===== src/include/acr_defs.svh =====
`ifndef ACR_DEFS_SVH
`define ACR_DEFS_SVH
// What this block does
// - 16-bit status word read when target is 11
// - Status word reads 00C0 at power-up, all fields cleared
// - Status bits 15 to 10 read zero
// - Bits 9 and 8 show power state
// - Bits 7 and 6 read one
// - Bit 5 shows input range
// - Bit 4 shows conversion or calibration busy
// - Bit 3 shows calibration type
// - Bit 0 calibration running, bits 2:1 target
// - Ten calibration registers, host readable and writable
// - Calibration run updates calibration registers
// - Target bits select ten, two, offset, gain
// - Pointer resets on control write with launch bit zero, or on wrap
// - Reset points at gain, except offset-only
// - Pointer advances after each full access, except one in the same cycle as a control write
// - Byte mode advances after high byte only
// - Abandoned sequence resets on next control write with launch bit zero
// - Calibration read returns two top bits zero
// - Control bits 7 and 6 select read target
// - Launch bit zero makes target an address
`define ACR_CAL_COUNT 10
`define ACR_IDX_GAIN 4'h0
`define ACR_IDX_OFFSET 4'h1
`define ACR_IDX_LAST 4'h9
`define ACR_CTL_RDT_HI 7
`define ACR_CTL_RDT_LO 6
`define ACR_CTL_PWR_HI 9
`define ACR_CTL_PWR_LO 8
`define ACR_CTL_RANGE 5
`define ACR_CTL_CONV 4
`define ACR_CTL_CALTYPE 3
`define ACR_CTL_TGT_HI 2
`define ACR_CTL_TGT_LO 1
`define ACR_CTL_LAUNCH 0
`define ACR_RDT_CAL 2'h2
`define ACR_RDT_STATUS 2'h3
`define ACR_STATUS_RESET 16'h0000
`define ACR_CAL_RESET 14'h0000
`define ACR_CAL_MASK 16'h3FFF
`endif


===== src/include/acr_pkg.sv =====
package acr_pkg;
    typedef enum logic [3:0] {
        ACR_SEL_ALL = 4'h1,
        ACR_SEL_GAIN_OFFSET = 4'h2,
        ACR_SEL_OFFSET = 4'h4,
        ACR_SEL_GAIN = 4'h8
    } acr_sel_t;
    typedef logic [13:0] acr_coef_t;
endpackage


===== src/include/acr_ptr_if.sv =====
interface acr_ptr_if;
    logic restart;
    logic advance;
    logic [1:0] target;
    logic [3:0] index;
    modport ctl (output restart, output advance, output target,
                 input index);
    modport ptr (input restart, input advance, input target,
                 output index);
endinterface


===== src/acr_ptr.sv =====
`include "acr_defs.svh"
module acr_ptr (
    input wire logic clock, // Core clock
    input wire logic sys_rst, // Async reset, high
    acr_ptr_if.ptr pif // Pointer control
);
    acr_pkg::acr_sel_t sel;
    logic [3:0] first_idx;
    logic [3:0] last_idx;
    logic [3:0] index_q;

    always_comb
    begin
        case (pif.target)
            2'h0: sel = acr_pkg::ACR_SEL_ALL;
            2'h1: sel = acr_pkg::ACR_SEL_GAIN_OFFSET;
            2'h2: sel = acr_pkg::ACR_SEL_OFFSET;
            default: sel = acr_pkg::ACR_SEL_GAIN;
        endcase
    end

    always_comb
    begin
        first_idx = `ACR_IDX_GAIN;
        last_idx = `ACR_IDX_GAIN;
        case (sel)
            acr_pkg::ACR_SEL_ALL: last_idx = `ACR_IDX_LAST;
            acr_pkg::ACR_SEL_GAIN_OFFSET: last_idx = `ACR_IDX_OFFSET;
            acr_pkg::ACR_SEL_OFFSET:
            begin
                first_idx = `ACR_IDX_OFFSET;
                last_idx = `ACR_IDX_OFFSET;
            end
            default: last_idx = `ACR_IDX_GAIN;
        endcase
    end

    always_ff @(posedge clock or posedge sys_rst)
    begin
        if (sys_rst)
            index_q <= `ACR_IDX_GAIN;
        else if (pif.restart)
            index_q <= first_idx;
        else if (pif.advance)
        begin
            if (index_q == last_idx)
                index_q <= first_idx;
            else
                index_q <= index_q + 4'h1;
        end
    end

    assign pif.index = index_q;
endmodule


===== src/acr_regs.sv =====
`include "acr_defs.svh"
module acr_regs (
    input wire logic clock, // Core clock
    input wire logic sys_rst, // Async reset, high
    input wire logic ctl_wr, // Control word write strobe
    input wire logic [15:0] ctl_data, // Control word
    input wire logic cal_wr, // Calibration data write strobe
    input wire logic cal_rd, // Calibration data read strobe
    input wire logic byte_mode, // 8-bit bus mode
    input wire logic high_byte_select, // High byte in byte mode
    input wire logic [15:0] wr_data, // Write data
    input wire logic conv_active, // Converter busy
    input wire logic cal_active, // Calibration engine running
    input wire logic cal_update, // Engine result strobe
    input wire logic [3:0] cal_update_idx, // Engine result index
    input wire logic [13:0] cal_update_data, // Engine result
    output logic [15:0] rd_data, // Read data
    output logic [1:0] power_state, // Power state bits
    output logic input_range_select, // 1 bipolar
    output logic cal_type_select, // 1 system calibration
    output logic cal_launch, // Calibration start level
    output logic conv_start, // Conversion start level
    output logic [1:0] cal_target, // Calibration target
    output logic [3:0] cal_index // Current pointer
);
    logic [1:0] read_target_q;
    logic [1:0] power_state_q;
    logic range_q;
    logic cal_type_q;
    logic [1:0] cal_target_q;
    logic launch_q;
    logic conv_q;
    logic [15:0] status;
    logic [15:0] rd_d;
    logic [15:0] rd_q;
    logic [7:0] low_byte_q;
    logic access;
    logic [15:0] acc_data;
    acr_pkg::acr_coef_t coef_q [`ACR_CAL_COUNT];
    acr_ptr_if pif ();

    acr_ptr u_ptr (
        .clock(clock),
        .sys_rst(sys_rst),
        .pif(pif)
    );

    // Launch and start read back until the engine finishes
    always_ff @(posedge clock or posedge sys_rst)
    begin
        if (sys_rst)
        begin
            read_target_q <= 2'h0;
            power_state_q <= 2'h0;
            range_q <= 1'b0;
            cal_type_q <= 1'b0;
            cal_target_q <= 2'h0;
        end
        else if (ctl_wr)
        begin
            read_target_q <= ctl_data[`ACR_CTL_RDT_HI:`ACR_CTL_RDT_LO];
            power_state_q <= ctl_data[`ACR_CTL_PWR_HI:`ACR_CTL_PWR_LO];
            range_q <= ctl_data[`ACR_CTL_RANGE];
            cal_type_q <= ctl_data[`ACR_CTL_CALTYPE];
            cal_target_q <= ctl_data[`ACR_CTL_TGT_HI:`ACR_CTL_TGT_LO];
        end
    end

    always_ff @(posedge clock or posedge sys_rst)
    begin
        if (sys_rst)
        begin
            launch_q <= 1'b0;
            conv_q <= 1'b0;
        end
        else
        begin
            // Set wins over the engine's self-clear
            launch_q <= (ctl_wr & ctl_data[`ACR_CTL_LAUNCH])
                | (launch_q & cal_active);
            conv_q <= (ctl_wr & ctl_data[`ACR_CTL_CONV])
                | (conv_q & conv_active);
        end
    end

    // Only a full word or the high byte counts as one access
    assign access = (cal_wr | cal_rd) & (~byte_mode | high_byte_select);
    assign pif.restart = ctl_wr & ~ctl_data[`ACR_CTL_LAUNCH];
    assign pif.advance = access & ~ctl_wr;
    // A restart must see the target being written, not the stale one
    assign pif.target = pif.restart
        ? ctl_data[`ACR_CTL_TGT_HI:`ACR_CTL_TGT_LO] : cal_target_q;

    always_ff @(posedge clock or posedge sys_rst)
    begin
        if (sys_rst)
            low_byte_q <= 8'h00;
        else if (cal_wr & byte_mode & ~high_byte_select)
            low_byte_q <= wr_data[7:0];
    end

    assign acc_data = byte_mode ? {wr_data[7:0], low_byte_q} : wr_data;

    genvar gi;
    generate
        for (gi = 0; gi < `ACR_CAL_COUNT; gi++)
        begin : g_coef
            always_ff @(posedge clock or posedge sys_rst)
            begin
                if (sys_rst)
                    coef_q[gi] <= `ACR_CAL_RESET;
                else if (cal_update && cal_update_idx == 4'(gi))
                    coef_q[gi] <= cal_update_data;
                else if (access && cal_wr && pif.index == 4'(gi))
                    coef_q[gi] <= acc_data[13:0];
            end
        end
    endgenerate

    always_comb
    begin
        status = `ACR_STATUS_RESET;
        status[`ACR_CTL_PWR_HI:`ACR_CTL_PWR_LO] = power_state_q;
        status[`ACR_CTL_RDT_HI:`ACR_CTL_RDT_LO] = 2'h3;
        status[`ACR_CTL_RANGE] = range_q;
        status[`ACR_CTL_CONV] = conv_active | cal_active;
        status[`ACR_CTL_CALTYPE] = cal_type_q;
        status[`ACR_CTL_TGT_HI:`ACR_CTL_TGT_LO] = cal_target_q;
        status[`ACR_CTL_LAUNCH] = cal_active;
    end

    // Other targets belong to the conversion path; they read zero here
    always_comb
    begin
        rd_d = 16'h0000;
        if (read_target_q == `ACR_RDT_STATUS)
            rd_d = status;
        else if (read_target_q == `ACR_RDT_CAL)
            rd_d = {2'h0, coef_q[pif.index]} & `ACR_CAL_MASK;
    end

    always_ff @(posedge clock or posedge sys_rst)
    begin
        if (sys_rst)
            rd_q <= `ACR_STATUS_RESET;
        else if (byte_mode)
            rd_q <= high_byte_select ? {8'h00, rd_d[15:8]}
                : {8'h00, rd_d[7:0]};
        else
            rd_q <= rd_d;
    end

    assign rd_data = rd_q;
    assign power_state = power_state_q;
    assign input_range_select = range_q;
    assign cal_type_select = cal_type_q;
    assign cal_launch = launch_q;
    assign conv_start = conv_q;
    assign cal_target = cal_target_q;
    assign cal_index = pif.index;
endmodule


===== config.mk =====
export PLATFORM = sky130hd
export DESIGN_NAME = acr_regs
export DESIGN_NICKNAME = d
export VERILOG_FILES = /design/src/include/acr_pkg.sv /design/src/include/acr_ptr_if.sv /design/src/acr_ptr.sv /design/src/acr_regs.sv
export VERILOG_INCLUDE_DIRS = /design/src /design/src/include
export SDC_FILE = /design/constraint.sdc
export NUM_CORES = 1
export LEC_CHECK = 0
export BUFFER_PORTS_ARGS = -buffer_cell sky130_fd_sc_hd__buf_4
export CORE_ASPECT_RATIO = 0.75
export CORE_MARGIN = 2
export CORE_UTILIZATION = 50
export DETAILED_ROUTE_END_ITERATION = 10
export PLACE_DENSITY = 0.69
export SYNTH_ARGS = -nofsm -noshare
export SYNTH_HDL_FRONTEND = slang
export SYNTH_SLANG_ARGS = --single-unit

===== constraint.sdc =====
create_clock -name clock -period 6.4 [get_ports clock]
set_clock_uncertainty 0.1 [all_clocks]
set_input_delay 0.64 -clock clock [delete_from_list [all_inputs] [get_ports clock]]
set_output_delay 0.64 -clock clock [all_outputs]
set_load 0.1 [all_outputs]

==> results.yml <==
critical_path:
  cpPeakStageDelay_ps: 1050
  r2r_end: "rd_data[1]"
  worstSetupStartpointType: "flop"
  critPathTopFamily: "flip-flops"
  rrSetupSlack_ps: 3050
  crit_type: "flop to flop"
  worst_ep_arrival_time_ps: 3540
  crit_required_ps: 6590
  reg2reg_depth: 6
  path_buf_inv: 1
  critPathLaunch: "u_ptr.pif.index[1]"
  cp_max_fo: 23
  r2r-start: "u_ptr.pif.index[1]"
  critPathCaptureType: "flop"
  crit_slowest_cell: "dfrtp_1"
  path_cells: "buf_4 -> or3b_1 -> o22ai_2 -> a211oi_2 -> a32o_1 -> nor3_2"
logic_synthesis:
  synthAdderAreaFrac: 0.00514
  synth-xor-area-share: 0.000900
  ys.flop_type: "dfrtp_1"
  async_flop_share: 1.00
  ys_seq_area_frac: 0.453
  synth_top_family_by_area: "compound AO/OA/AOI/OAI gates"
  avgSynthCellArea_um2: 8.91
  synthMuxAreaShare: 0.111
  syn_inst: 1092
  synth-simple-area-share: 0.180
  mappedNetlistArea_um2: 9730
  ys_types: 61
  synth-edff-count: 0
  synth_compound_area_frac: 0.200
  synth-seq-cells: 176
  yosysWarnings: 0
pwr:
  clkPwrFrac: 0.209
  internal_power_w: 0.00286
  combPwrFrac: 0.389
  swShare: 0.402
  pwr-share-seq: 0.402
  vdd_drop_max_mv: 0.286
  p_leak_nw: 4.61
  powerDensity_nw_per_um2: 440
  switchingPower_w: 0.00193
timing:
  fin_tns_setup_ps: 0
  hold_viol_final: 0
  tightest_slew_ps: 1280
  slew_viol_final: 0
  finalCritPeriodShare: 0.524
  rsz0062_at_grt: "no"
  slew_headroom: 0.123
  fmax_mhz: 298
  hold_slack_ps: 161
  min_period_ps: 3350
  final-setup-viol-count: 0
clock_tree:
  postCtsResizedCells: 0
  cts.clk_slew.worst_paths_ps: 70
  root_buffer: "clkbuf_16"
  numCtsBuffers: 17
  clk_path_buf_depth: 2
  worst_skew_pair.late_latency_ps: 440
  cts_sinks: 176
  post_cts_buffers: 0
  cts_htree_levels: 4
  postCtsHoldBufs: 0
  cts_tree: "yes"
detailed_routing:
  wl_um: 28700
  firstDrtPassIters: 6
  ant_nets: 0
  drt-initial-drc-count: 893
  drt-vias-per-instance: 5.90
  wire_per_inst_um: 20.7
  drcViolationCount: 0
  vias: 8164
cells_and_area:
  seq_area_um2: 4410
  syn_to_final_growth_pct: 12.0
  multi_input_area_um2: 4880
  layout-drive-gt1-share: 0.172
  nNetsFinal: 1182
  fillers: 1702
placed_design:
  gp_congestion: 0.871
  port_buffers: 77
  hpwl_um: 18900
global_route:
  grt_pass1_vias: 7885
  grt_overflow_total: 0
  antenna_found_initial: 4
  grt_max_degree: 69
  grt_usage: 0.294
  grt_pass1_wl_um: 45500
job:
  max-cap-violations: 0
floorplan:
  start_util: 0.507
  die_h_um: 125
  io_pins: 88
  rows: 44
  core_area_um2: 19200
  dieArea_um2: 20600
  die_w_um: 165
hold_path:
  min-delay-path-class: "input pin to async pin"
outcome:
  outcome: "completed"
==> power by group through the flow <==
stage	sequential [W]	combinational, W	clock, W
5_1_grt	0.00198	0.00203	0.00106
4_1_cts	0.00192	0.00185	0.00102
3_3_place_gp	0.00191	0.00179	0
6_report	0.00193	0.00186	0.00100
3_5_place_dp	0.00194	0.00184	0
2_1_floorplan	0.00202	0.00128	0
==> synth_stat cells, types with 6 or more instances <==
cell type,n,area share
nand4_2,6,0.0077
buf_4,8,0.0062
and2_1,6,0.0039
o21ai_0,119,0.061
mux2_2,18,0.021
o21ai_1,43,0.022
buf_6,8,0.0093
buf_2,29,0.015
dfrtp_1,176,0.45
a21oi_1,150,0.077
mux4_2,15,0.035
inv_1,6,0.0023
mux2i_1,45,0.046
nand2_1,158,0.061
clkbuf_1,41,0.016
nor2_1,161,0.062
nor3_1,6,0.0031
==> placed cells by master, fill, tap and decap left out, types with 3 or more instances in the layout <==
master     count
o21ai_1       43
nand3_1        3
and2_1         6
ha_1           4
mux4_1         3
a211oi_1       5
o22ai_1        5
nand4_2        6
a21oi_1      150
o211ai_1       5
and3_1         5
nor2_1       159
mux2_2        18
o221ai_1       3
mux2i_1       45
o21ai_0      119
clkinv_4       3
nor3_2         5
mux4_2        15
nor3_1         6
inv_1          5
buf_4         94
nand4_4        4
clkinv_2       3
dfrtp_1      175
inv_6          4
nand2b_1       5
nand2_1      158
a2111oi_2      4
clkbuf_16     17
nand3b_1       5
==> worst reg2reg max path: stages (launching register included) <==
cell and delay, ps:
dfrtp_1 1050, buf_4 440, or3b_1 660, o22ai_2 190, a211oi_2 490, a32o_1 220, nor3_2 50
==> state kept, by name (all words and copies together), names as in the netlist <==
signal and flops:
read_target_q 2, cal_launch 1, u_ptr.pif.index 4, cal_target 2, cal_type_select 1, coef_q 140, input_range_select 1, power_state 2
rd_data 14, conv_start 1, low_byte_q 8
==> metrics by stage <==
step	instances	area [um2]	utilization	worst slack (ps)	power [W]
after floorplan	1093	9740	-	886	0.00329
after global placement	1352	10300	0.538	3230	0.00371
after detailed placement	1352	10300	0.538	3200	0.00378
after CTS	1382	10900	0.567	3190	0.00479
after global routing	1382	10900	0.567	2960	0.00508
final	1384	10900	0.567	3050	0.00479
==> worst max-delay path by stage <==
stage	endpoint	slack, ps	cells after the start
5_1_grt	rd_data[0]	2960	5
3_3_place_gp	rd_data[1]	3230	6
4_1_cts	rd_data[1]	3190	6
2_1_floorplan	cal_launch	890	1
6_report	rd_data[1]	3050	6
3_5_place_dp	rd_data[1]	3200	6
==> cells by family after synthesis <==
group	Yosys count
compound gates	352
buf+inv	94
fa+ha+maj	4
xor+xnor	1
simple gates	382
mux	82
flops	176
other cells	1
==> layout make-up <==
type	instances	area share
Multi-Input combinational cell	823	0.448
Sequential cell	176	0.404
Inverter	6	0.00253
Clock buffer	18	0.0403
Antenna cell	2	0.000459
Clock inverter	12	0.0103
Tap cell	253	0.0290
Timing Repair Buffer	94	0.0647
==> layer usage <==
metal	vias to the layer above	GRT usage	wire, um
li1	3868	-	-
met1	3922	0.432	12800
met2	340	0.425	12700
met3	32	0.0912	2810
met4	2	0.0701	405
met5	-	0	8
No activity file was read; power rests on OpenSTA's default activity.
